==> src/rtl/ctm_defines.vh <==
// Constants for the compact timer: APB offsets, fields, encodings, reset values.
// Assumes inclusion by bare name from the timer design files.
`ifndef CTM_DEFINES_VH
`define CTM_DEFINES_VH

// Register byte offsets
`define CTM_OFF_CTRL0        12'h000
`define CTM_OFF_CTRL1        12'h004
`define CTM_OFF_COUNT        12'h008
`define CTM_OFF_CMPA         12'h00c
`define CTM_OFF_PERIOD       12'h010
`define CTM_OFF_FLAGS        12'h014

// Control 0 fields
`define CTM_C0_PAUSE         7
`define CTM_C0_CLK_HI        6
`define CTM_C0_CLK_LO        4
`define CTM_C0_ENABLE        3

// Control 1 fields
`define CTM_C1_MODE_HI       7
`define CTM_C1_MODE_LO       6
`define CTM_C1_ACT_HI        5
`define CTM_C1_ACT_LO        4
`define CTM_C1_INIT          3
`define CTM_C1_INVERT        2
`define CTM_C1_SWAP          1
`define CTM_C1_CLRSEL        0

// Flag register fields
`define CTM_FL_A             0
`define CTM_FL_P             1

// Modes
`define CTM_MODE_COMPARE     2'h0
`define CTM_MODE_PWM         2'h2
`define CTM_MODE_TIMER       2'h3

// Pin actions, compare mode
`define CTM_ACT_NONE         2'h0
`define CTM_ACT_LOW          2'h1
`define CTM_ACT_HIGH         2'h2
`define CTM_ACT_TOGGLE       2'h3

// Pin actions, PWM mode
`define CTM_PWM_INACTIVE     2'h0
`define CTM_PWM_ACTIVE       2'h1
`define CTM_PWM_WAVE         2'h2

// Clock select codes
`define CTM_CK_DIV4          3'h0
`define CTM_CK_SYS           3'h1
`define CTM_CK_DIV16         3'h2
`define CTM_CK_DIV64         3'h3
`define CTM_CK_EXT_RISE      3'h6
`define CTM_CK_EXT_FALL      3'h7

// Reset values and limits
`define CTM_RST_BYTE         8'h00
`define CTM_RST_WORD         16'h0000
`define CTM_COUNT_MAX        16'hffff

`endif

==> src/rtl/ctm_tick_gen.v <==
// Counting-clock tick source for the compact timer.
// Assumes ext_clk_in is already synchronous to pclk; sub clock uses the div64 tap.
`timescale 1ns/1ps
`default_nettype none
`include "ctm_defines.vh"

module ctm_tick_gen
(
  // Clock and reset
  input  wire       pclk,
  input  wire       presetn,
  // Selection
  input  wire [2:0] clk_sel,
  input  wire       ext_clk_in,
  // Tick
  output reg        tick_q
);

  reg  [5:0] div_q;
  reg        ext_q;
  reg        tick_d;

  // Free-running prescaler and external level history
  always @(posedge pclk or negedge presetn)
  begin
    if (!presetn)
    begin
      div_q  <= 6'h00;
      ext_q  <= 1'b0;
      tick_q <= 1'b0;
    end
    else
    begin
      div_q  <= div_q + 6'h01;
      ext_q  <= ext_clk_in;
      tick_q <= tick_d;
    end
  end

  // Tick one cycle per selected clock period; codes 4 and 5 share the slowest tap
  always @*
  begin
    if (clk_sel == `CTM_CK_DIV4)
      tick_d = (div_q[1:0] == 2'h3);
    else if (clk_sel == `CTM_CK_SYS)
      tick_d = 1'b1;
    else if (clk_sel == `CTM_CK_DIV16)
      tick_d = (div_q[3:0] == 4'hf);
    else if (clk_sel == `CTM_CK_EXT_RISE)
      tick_d = ext_clk_in & ~ext_q;
    else if (clk_sel == `CTM_CK_EXT_FALL)
      tick_d = ~ext_clk_in & ext_q;
    else
      tick_d = (div_q == 6'h3f);
  end

endmodule
`default_nettype wire

==> src/rtl/ctm_timer.v <==
// Compact 16-bit timer: compare output, timer/counter and edge-aligned PWM modes.
// Assumes an APB master on pclk; the output pin is shared, pin_oe says when it is ours.
//
// The APB slave port and the register offsets were decided locally.
`timescale 1ns/1ps
`default_nettype none
`include "ctm_defines.vh"

module ctm_timer
#(
  parameter CNT_W = 16
)
(
  // APB slave
  input  wire        pclk,
  input  wire        presetn,
  input  wire        psel,
  input  wire        penable,
  input  wire        pwrite,
  input  wire [11:0] paddr,
  input  wire [31:0] pwdata,
  output reg  [31:0] prdata,
  output reg         pready,
  output reg         pslverr,
  // Timer pins
  input  wire        ext_clk_in,
  output reg         pin_out,
  output reg         pin_oe
);

  // Software-visible state
  reg  [7:0]       ctrl0_q;
  reg  [7:0]       ctrl1_q;
  reg  [15:0]      cmpa_q;
  reg  [7:0]       period_q;
  reg              flag_a_q;
  reg              flag_p_q;
  // Timer core state
  reg  [CNT_W-1:0] count_q;
  reg  [CNT_W-1:0] count_d;
  reg              en_q;
  reg              pin_q;
  reg              pin_d;
  reg              pwm_act_q;
  reg              pwm_act_d;
  reg              set_a;
  reg              set_p;

  wire             tick;
  wire             acc;
  wire             wr;
  wire [1:0]       mode;
  wire [1:0]       act;
  wire             enable;
  wire             en_rise;
  wire             run;
  wire             match_a;
  wire             match_p;
  wire             ovf;
  wire             in_pwm;
  // Register selects and access decode
  wire             setup;
  wire             sel_ctrl0;
  wire             sel_ctrl1;
  wire             sel_count;
  wire             sel_cmpa;
  wire             sel_period;
  wire             sel_flags;
  wire             clr_a;
  wire             clr_p;
  // PWM phase events
  wire             period_end;
  wire             duty_end;
  // Next values of the registered outputs
  reg              pwm_level;
  reg              pin_out_d;
  reg              pin_oe_d;
  reg  [31:0]      prdata_d;
  reg              pslverr_d;

  assign acc    = psel & penable;
  assign wr     = acc & pwrite;
  assign mode   = ctrl1_q[`CTM_C1_MODE_HI:`CTM_C1_MODE_LO];
  assign act    = ctrl1_q[`CTM_C1_ACT_HI:`CTM_C1_ACT_LO];
  assign in_pwm = (mode == `CTM_MODE_PWM);
  assign enable = ctrl0_q[`CTM_C0_ENABLE];
  assign en_rise = enable & ~en_q;
  // count only when enabled, not paused, on a tick
  assign run    = enable & ~ctrl0_q[`CTM_C0_PAUSE] & tick & ~en_rise;
  // Matches are seen on the tick that steps onto the compare value
  // period value meets the upper byte only
  assign match_p = run & (count_q[CNT_W-1:CNT_W-8] + 8'h01 == period_q) & (count_q[7:0] == 8'hff);
  // a zero compare A never matches
  assign match_a = run & (cmpa_q != `CTM_RST_WORD) & (count_q + 16'h0001 == cmpa_q);
  assign ovf     = run & (count_q == `CTM_COUNT_MAX);

  // Register selects; one decode shared by the write and read paths
  assign setup      = psel & ~penable;
  assign sel_ctrl0  = (paddr == `CTM_OFF_CTRL0);
  assign sel_ctrl1  = (paddr == `CTM_OFF_CTRL1);
  assign sel_count  = (paddr == `CTM_OFF_COUNT);
  assign sel_cmpa   = (paddr == `CTM_OFF_CMPA);
  assign sel_period = (paddr == `CTM_OFF_PERIOD);
  assign sel_flags  = (paddr == `CTM_OFF_FLAGS);

  // software clears a flag by writing a one back to it
  assign clr_a = wr & sel_flags & pwdata[`CTM_FL_A];
  assign clr_p = wr & sel_flags & pwdata[`CTM_FL_P];

  // a zero period register lets the counter overflow instead
  // The swap bit only exchanges roles; both comparators keep flagging
  assign period_end = ctrl1_q[`CTM_C1_SWAP] ? match_a : (match_p | (ovf & (period_q == `CTM_RST_BYTE)));
  assign duty_end   = ctrl1_q[`CTM_C1_SWAP] ? (match_p | (ovf & (period_q == `CTM_RST_BYTE))) : match_a;

  ctm_tick_gen u_tick
  (
    .pclk       (pclk),
    .presetn    (presetn),
    .clk_sel    (ctrl0_q[`CTM_C0_CLK_HI:`CTM_C0_CLK_LO]),
    .ext_clk_in (ext_clk_in),
    .tick_q     (tick)
  );

  // Counter next value and flag events
  always @*
  begin
    count_d = count_q;
    set_a   = match_a;
    set_p   = 1'b0;
    if (en_rise)
      count_d = `CTM_RST_WORD;
    else if (run)
    begin
      count_d = count_q + 16'h0001;
      if (in_pwm)
      begin
        set_p = match_p;
        if (ctrl1_q[`CTM_C1_SWAP] ? match_a : match_p)
          count_d = `CTM_RST_WORD;
      end
      else if (ctrl1_q[`CTM_C1_CLRSEL])
      begin
        // clear on A, no P flag
        if (match_a)
          count_d = `CTM_RST_WORD;
      end
      else
      begin
        // clear on P match; overflow wraps when period is zero
        set_p = match_p;
        if (match_p)
          count_d = `CTM_RST_WORD;
      end
    end
  end

  // PWM active phase and pin next state
  always @*
  begin
    pwm_act_d = pwm_act_q;
    pin_d     = pin_q;
    if (en_rise)
    begin
      // load initial level; PWM begins active
      pin_d     = ctrl1_q[`CTM_C1_INIT];
      pwm_act_d = 1'b1;
    end
    else if (in_pwm && run)
    begin
      // a period clear restarts the active phase
      // duty at or above period never ends the active phase
      // duty comes from the other register
      // Period end wins so a duty equal to the period stays fully active
      if (period_end)
        pwm_act_d = 1'b1;
      else if (duty_end)
        pwm_act_d = 1'b0;
    end
    else if (mode == `CTM_MODE_COMPARE && match_a)
    begin
      // only A matches move the pin
      if (act == `CTM_ACT_LOW)
        pin_d = 1'b0;
      else if (act == `CTM_ACT_HIGH)
        pin_d = 1'b1;
      else if (act == `CTM_ACT_TOGGLE)
        pin_d = ~pin_q;
    end
  end

  // Core registers
  always @(posedge pclk or negedge presetn)
  begin
    if (!presetn)
    begin
      count_q   <= `CTM_RST_WORD;
      en_q      <= 1'b0;
      pin_q     <= 1'b0;
      pwm_act_q <= 1'b0;
    end
    else
    begin
      count_q   <= count_d;
      en_q      <= enable;
      pin_q     <= pin_d;
      pwm_act_q <= pwm_act_d;
    end
  end

  // Pin next level; PWM level is the active level xor invert, forced values skip the wave
  // Action code 11 in PWM mode is left as wave output; software must not use it
  always @*
  begin
    pwm_level = ~(pwm_act_q ^ ctrl1_q[`CTM_C1_INIT]);
    pin_oe_d  = (mode == `CTM_MODE_COMPARE) | in_pwm;
    pin_out_d = pin_q ^ ctrl1_q[`CTM_C1_INVERT];
    if (in_pwm)
    begin
      if (act == `CTM_PWM_INACTIVE)
        pin_out_d = ~ctrl1_q[`CTM_C1_INIT] ^ ctrl1_q[`CTM_C1_INVERT];
      else if (act == `CTM_PWM_ACTIVE)
        pin_out_d = ctrl1_q[`CTM_C1_INIT] ^ ctrl1_q[`CTM_C1_INVERT];
      else
        pin_out_d = pwm_level ^ ctrl1_q[`CTM_C1_INVERT];
    end
  end

  // Pin registers; one cycle behind the core so the pin never glitches on decode
  always @(posedge pclk or negedge presetn)
  begin
    if (!presetn)
    begin
      pin_out <= 1'b0;
      pin_oe  <= 1'b0;
    end
    else
    begin
      pin_out <= pin_out_d;
      pin_oe  <= pin_oe_d;
    end
  end

  // APB writes and sticky flags; a new event beats a clear in the same cycle
  always @(posedge pclk or negedge presetn)
  begin
    if (!presetn)
    begin
      ctrl0_q  <= `CTM_RST_BYTE;
      ctrl1_q  <= `CTM_RST_BYTE;
      cmpa_q   <= `CTM_RST_WORD;
      period_q <= `CTM_RST_BYTE;
      flag_a_q <= 1'b0;
      flag_p_q <= 1'b0;
    end
    else
    begin
      // Unused low bits of control 0 always read back as zero
      if (wr && sel_ctrl0)
        ctrl0_q <= {pwdata[7:3], 3'h0};
      else if (wr && sel_ctrl1)
        ctrl1_q <= pwdata[7:0];
      else if (wr && sel_cmpa)
        cmpa_q <= pwdata[15:0];
      else if (wr && sel_period)
        period_q <= pwdata[7:0];
      // flags hold until a one is written back
      if (set_a)
        flag_a_q <= 1'b1;
      else if (clr_a)
        flag_a_q <= 1'b0;
      if (set_p)
        flag_p_q <= 1'b1;
      else if (clr_p)
        flag_p_q <= 1'b0;
    end
  end

  // Read mux; data are picked in setup so they stand through the access cycle
  // The count is a snapshot from setup, up to one tick older than at the access edge
  always @*
  begin
    prdata_d  = 32'h0000_0000;
    pslverr_d = 1'b0;
    if (setup)
    begin
      if (sel_ctrl0)
        prdata_d = {24'h000000, ctrl0_q};
      else if (sel_ctrl1)
        prdata_d = {24'h000000, ctrl1_q};
      else if (sel_count)
        prdata_d = {16'h0000, count_q};
      else if (sel_cmpa)
        prdata_d = {16'h0000, cmpa_q};
      else if (sel_period)
        prdata_d = {24'h000000, period_q};
      else if (sel_flags)
        prdata_d = {30'h00000000, flag_p_q, flag_a_q};
      else
        pslverr_d = 1'b1;
    end
  end

  // APB answer: one setup, one access cycle, no wait
  always @(posedge pclk or negedge presetn)
  begin
    if (!presetn)
    begin
      prdata  <= 32'h0000_0000;
      pready  <= 1'b0;
      pslverr <= 1'b0;
    end
    else
    begin
      pready  <= setup;
      pslverr <= pslverr_d;
      prdata  <= prdata_d;
    end
  end

endmodule
`default_nettype wire

==> config.mk <==
export PLATFORM = sky130hd
export DESIGN_NAME = ctm_timer
export DESIGN_NICKNAME = d
export VERILOG_FILES = /design/src/rtl/ctm_tick_gen.v /design/src/rtl/ctm_timer.v
export VERILOG_INCLUDE_DIRS = /design/src /design/src/rtl
export SDC_FILE = /design/constraint.sdc
export NUM_CORES = 1
export LEC_CHECK = 0
export BUFFER_PORTS_ARGS = -buffer_cell sky130_fd_sc_hd__buf_2
export CAP_MARGIN = 40
export CORE_ASPECT_RATIO = 0.8
export CORE_MARGIN = 4
export CORE_UTILIZATION = 25
export DETAILED_ROUTE_END_ITERATION = 8
export PLACE_DENSITY = 0.5
export RECOVER_POWER = 100
export SYNTH_ARGS = -nofsm -noshare
export SYNTH_HDL_FRONTEND = slang
export SYNTH_SLANG_ARGS = --single-unit
==> constraint.sdc <==
create_clock -name pclk -period 3.4 [get_ports pclk]
set_input_delay 0.68 -clock pclk [delete_from_list [all_inputs] [get_ports pclk]]
set_output_delay 0.68 -clock pclk [all_outputs]
set_load 0.05 [all_outputs]
==> Word-level counts from Yosys, hierarchy flattened <==
Cells that the tools add are included.
{ "word_totals": {"reg_bits": 102, "word_cells": 153, "out_inout_bits": 36} }
{ "classes": {"n_eq_ne": 21, "muxes": 50, "addsub": 3, "n_reduce_logical": 24, "n_bitwise": 37} }
{ "ops": {"columns": ["cell", "count"], "rows": [
  ["16-bit 2-to-1 mux", 12],
  ["1-bit 2-to-1 mux", 36],
  ["12-bit by 4-bit == test with 1-bit output, second input constant", 2],
  ["12-bit by 5-bit == test with 1-bit output, second input constant", 2],
  ["1-bit bitwise AND", 18],
  ["16-bit by 1-bit adder with 16-bit output, second input constant", 1],
  ["16-bit == test", 1],
  ["16-bit == test, second input constant", 1],
  ["16-bit nonzero test", 1],
  ["12-bit by 3-bit == test with 1-bit output, second input constant", 1],
  ["12-bit logical NOT", 1],
  ["1-bit NOT", 12],
  ["2-bit nonzero test", 5],
  ["8-bit by 1-bit adder with 8-bit output, second input constant", 1],
  ["2-bit == test, second input constant", 4],
  ["8-bit == test", 1],
  ["8-bit == test, second input constant", 1],
  ["8-bit logical NOT", 1],
  ["8-bit 2-to-1 mux", 1],
  ["6-bit by 1-bit adder with 6-bit output, second input constant", 1],
  ["3-bit == test, second input constant", 2],
  ["6-bit == test, second input constant", 1],
  ["1-bit logical AND", 6],
  ["3-bit AND reduction", 2],
  ["14 further kinds", 21]
]} }

==> Depth between registers and ports, before layout <==
{ "logic_depth": {"word_depth": 12, "depth_mapped": 11, "mapped_depth_nobuf": 9} }

==> Hierarchy <==
From an unflattened synthesis, not the netlist that was laid out.
{ "unflattened": {"cells_unflattened": 517, "hier_area_um2": 5187.5} }
{ "by_module_without_submodules": {"columns": ["mod", "n_inst", "cells_each", "area_per_inst_um2"], "rows": [
  ["ctm_timer", 1, 491, 4853.4],
  ["ctm_tick_gen", 1, 26, 334.1]
]} }

==> Worst setup path after synthesis <==
OpenSTA, ideal clock, no wires.
{ "synth_path": {"kind": "register -> register", "from": "reg count_q[0]", "to": "reg count_q[12]", "required_time_ns": 3.279, "path_stages_with_launch": 11, "n_path_buf": 2, "setup_slack_ns": 0.900, "period_less_slack_ns": 2.500, "arrival_time_ns": 2.379, "path_cell_list": "dfrtp_1 ha_1 and3_1 buf_4 and3_1 xnor2_1 a2111oi_2 and4_4 a21oi_4 buf_6 a22o_1"} }
{ "synth_via": {"elab_chain_len": 8, "word_cells_on_any_way": 13, "classes_between": "1 x add/sub; 2 x eq/ne; 8 x mux; 2 x bitwise"} }
{ "synth_rtl": {"columns": ["item", "line", "rtl"], "rows": [
  ["from (decl)", "ctm_timer.v:39", "reg [CNT_W-1:0] count_q;"],
  ["from (signal assigned)", "ctm_timer.v:196", "count_q <= `CTM_RST_WORD;"],
  ["from (signal assigned)", "ctm_timer.v:203", "count_q <= count_d;"],
  ["16-bit by 1-bit adder with 16-bit output", "ctm_timer.v:94, ctm_timer.v:134", null],
  ["16-bit == test", "ctm_timer.v:94", "assign match_a = run & (cmpa_q != `CTM_RST_WORD) & (count_q + 16'h0001 == cmpa_q);"],
  ["1-bit bitwise AND", "ctm_timer.v:94", null],
  ["16-bit 2-to-1 mux or 1-bit 2-to-1 mux (tied branches)", "ctm_timer.v:144, ctm_timer.v:138", null],
  ["16-bit 2-to-1 mux (on tied branches)", "ctm_timer.v:141, ctm_timer.v:138", null],
  ["16-bit 2-to-1 mux (*)", "ctm_timer.v:135", "if (in_pwm)"],
  ["16-bit 2-to-1 mux (*)", "ctm_timer.v:132", "else if (run)"],
  ["16-bit 2-to-1 mux (*)", "ctm_timer.v:130", "if (en_rise)"]
]} }
Mark *: on every way between the ends. The rest lies on a longest branch, timed or not. The select of a mux whose other input is x is not followed.
A chain may end at the register's enable or synchronous reset.

==> Worst setup path after layout <==
{ "layout_path": {"from": "reg count_q[0]", "to": "reg count_q[13]"} }
The elaborated chain is that of the path after synthesis.

==> Flow_metrics.wiki <==
{| class="wikitable"
! Metric !! Value
|-
| Run status || complete, but fails checks
|-
| Violations in the final reports || max-capacitance violations, max-slew violations
|-
| DRC errors left || 0
|-
| First-pass GRT wire length || ~21000 µm
|-
| Clock-pin slew on the worst setup and hold paths || 60 ps
|-
| IR Drop Worst-Case VDD || about 0.17 mV
|-
| Met1 layer usage reported by global route || 18.60%
|-
| Antenna violations before repair || 1
|-
| Most frequent cells in the layout || sky130_fd_sc_hd__dfrtp_1 (86), sky130_fd_sc_hd__nor2_1 (36), sky130_fd_sc_hd__mux2_2 (35)
|-
| DRT iter0 DRCs || 280
|-
| Number of synthesis warnings || 0
|-
| Power Dens Cells || between 300 and 400 nW/µm²
|-
| Level count of the clock H-tree || 3
|-
| Floorplan Core Area || 19090 µm²
|-
| GP Congestion || 0.8934
|-
| Register bit count reported by yosys || 86
|-
| Via/cell ratio || 4.816
|-
| Number of port buffers || 53
|-
| FP Rows || 45
|-
| Type of element launching the critical path || flip-flop
|-
| Actual slew at the worst max-slew pin || ~1800 ps
|-
| Clock network latency to the later pin of the worst-skew pair || 350 ps
|-
| CTS resizes || 0
|-
| Number of global-route vias before repair || 3795
|-
| Final Hold Fails || 0
|-
| Number of buffers created by CTS || 9
|-
| Die boundary height || 133.2 µm
|-
| Maximum number of pins on one net before global-route repair || 35
|-
| Required time reported for the critical path endpoint || 3610 ps
|-
| Critical Path AT || 3400 ps
|-
| Kind of critical path || reg -> reg
|-
| Count of flip-flops with a built-in enable after synthesis || 0
|-
| Worst Setup End Kind || flip-flop
|-
| Post-route antenna net violation count || 0
|-
| Worst slack on hold paths || approximately 440 ps
|-
| Unrepaired setup endpoints after global routing || false
|-
| Synth Flop Type || sky130_fd_sc_hd__dfrtp_1
|-
| Worst setup skew after layout || a little under 8 ps
|-
| Global-route congestion overflow total || 0
|-
| Number of max-slew violations in the final report || 35
|-
| Synthesis-to-layout area growth || 14.92%
|-
| Maximum operating frequency || 313.6 MHz
|-
| TNS Setup || 0 ps
|-
| Leakage dissipation || 2.511 nW
|-
| DP Worst Slack || 431.7 ps
|-
| Finished layout cell area || 5627 µm²
|-
| Synthesized area || 4896 µm²
|-
| Sequential element share of the synthesized area || 43.96%
|-
| Hold-fix buffers, CTS || 0
|-
| Number of ports placed on the die boundary || 86
|-
| Number of different library cells in the post-synthesis netlist || 60
|-
| Post-CTS Setup Bufs || 0
|-
| CTS tree || built
|-
| Global-route met2 utilization || 18.08%
|-
| Total placed instance area || 5356 µm²
|-
| Minimum setup slack in the final design || approximately 210 ps
|-
| Avg Synthesized Cell Area || 10.03 µm²
|-
| Max clock buf depth || 2
|-
| Final cycle utilization of the critical path || 93.79%
|-
| Relative slew slack || -21.66%
|-
| Number of standard cells in the final layout excluding fillers || 800
|-
| Count of final setup violators || 0
|-
| Total number of vias || 3853
|-
| Final net count || 589
|-
| Die W || roughly 160 µm
|-
| Clock Tree Root || sky130_fd_sc_hd__clkbuf_16
|-
| Post-detailed-placement half-perimeter wirelength || 10400 µm
|-
| Commonest non-fill, non-tap cell in the layout || sky130_fd_sc_hd__dfrtp_1
|-
| Cells after synthesis || between 400 and 500
|-
| Die area || 21900 µm²
|-
| Number of placed cells counting well taps || 783
|-
| Maxcap violations || 1
|-
| Hold crit path type || reg -> reg
|-
| Critical path fanouts, max || 18
|-
| Routing usage on met3 || 3.526%
|-
| TritonCTS sink count || 86
|-
| Layer with the highest usage after global routing || met1
|-
| 1st-pass router iterations || 6
|-
| Global-route usage over all layers || 12.53%
|-
| Initial Utilization || between 20 and 30%
|-
| Final period demand of the worst path || 3189 ps
|-
| FFs w/ async S/R, synth || 100.0%
|-
| Proportion of layout cells with a drive suffix above 1 || 17.93%
|-
| Detailed-route wire length per cell || 16.93 µm
|-
| Total wirelength of the detailed-routed design || 13540 µm
|}
cells in the mapped netlist, drive strengths merged (13+ instances only):
library cell	number	area share, %
mux2i	22	4.5
nand2	32	2.5
nor4	13	1.9
nor2	36	2.8
xnor2	29	5.2
dfrtp	86	44
inv	17	1.3
nand3	23	2.6
a21oi	18	2.1
buf	34	4.9
mux2	35	8.1
o21ai	22	2.2
metal layers:
layer | share of wire (%) | up-vias
met5 | 0.052 | -
met4 | 1.2 | 2
met3 | 7.9 | 18
met2 | 42 | 136
met1 | 49 | 1882
li1 | - | 1815
flip-flops by register name, indices dropped and copies added (netlist names):
name	count
en_q	1
prdata	16
ctrl0_q	5
pwm_act_q	1
flag_a_q	1
u_tick.ext_q	1
pin_q	1
period_q	8
pslverr	1
cmpa_q	16
pready	1
pin_oe	1
ctrl1_q	8
flag_p_q	1
pin_out	1
u_tick.div_q	6
count_q	16
u_tick.tick_q	1
power breakdown:
group | internal (W) | switching [W]
logic | 0.0000238 | 0.0000951
clock network | 0.000683 | 0.000409
registers | 0.00103 | 0.00000150
total | 0.00173 | 0.000506
final cells by class:
class	instances	area (µm²)
Antenna cell	1	2.502
Clock buffer	11	252.7
Clock inverter	5	81.33
Fill cell	2049	13460
Inverter	17	63.81
Multi-Input combinational cell	358	2454
Sequential cell	86	2152
Tap cell	258	322.8
Timing Repair Buffer	64	297.8
critical path, cell delays in order, from the launching register on:
cell                        delay (ps)
sky130_fd_sc_hd__dfrtp_1           480
sky130_fd_sc_hd__ha_1              300
sky130_fd_sc_hd__and3_1            360
sky130_fd_sc_hd__and3_1            240
sky130_fd_sc_hd__xnor2_1            90
sky130_fd_sc_hd__a2111oi_0         570
sky130_fd_sc_hd__and4_1            450
sky130_fd_sc_hd__a21oi_4           220
sky130_fd_sc_hd__inv_1             220
sky130_fd_sc_hd__o21ai_0           120
path summary, 6_finish.rpt:
kind                       cells past startpoint               to       startpoint  slack [ps]
min reg2reg                                    1  u_tick.div_q[0]  u_tick.div_q[0]         440
min                                            1  u_tick.div_q[0]  u_tick.div_q[0]         440
min in group asynchronous                      1       ctrl0_q[6]          presetn         820
max reg2reg                                    9      count_q[13]       count_q[0]         210
max                                            9      count_q[13]       count_q[0]         210
max in group asynchronous                      2         flag_p_q          presetn        1040
kinds of logic after synthesis:
| kind of cell | count (synthesis) | synth area share, % |
|---|---|---|
| adders and majority gates | 4 | 0.9712 |
| AOI/OAI and AO/OA | 79 | 10.61 |
| xor gates and xnor gates | 39 | 6.977 |
| other | 1 | 0.07659 |
| muxes | 57 | 12.55 |
| and+or+nand+nor | 163 | 18.07 |
| DFF | 86 | 43.96 |
| buffers and inverters | 59 | 6.798 |
per-stage QoR:
stage               power (W)  util [%]
detailed placement   0.001170     28.06
CTS                  0.002272     29.81
finish               0.002239     29.48
global placement     0.001167     28.06
global route         0.002316     29.47
floorplan            0.001128         -
Note: power is estimated with default switching activity, not from simulation.
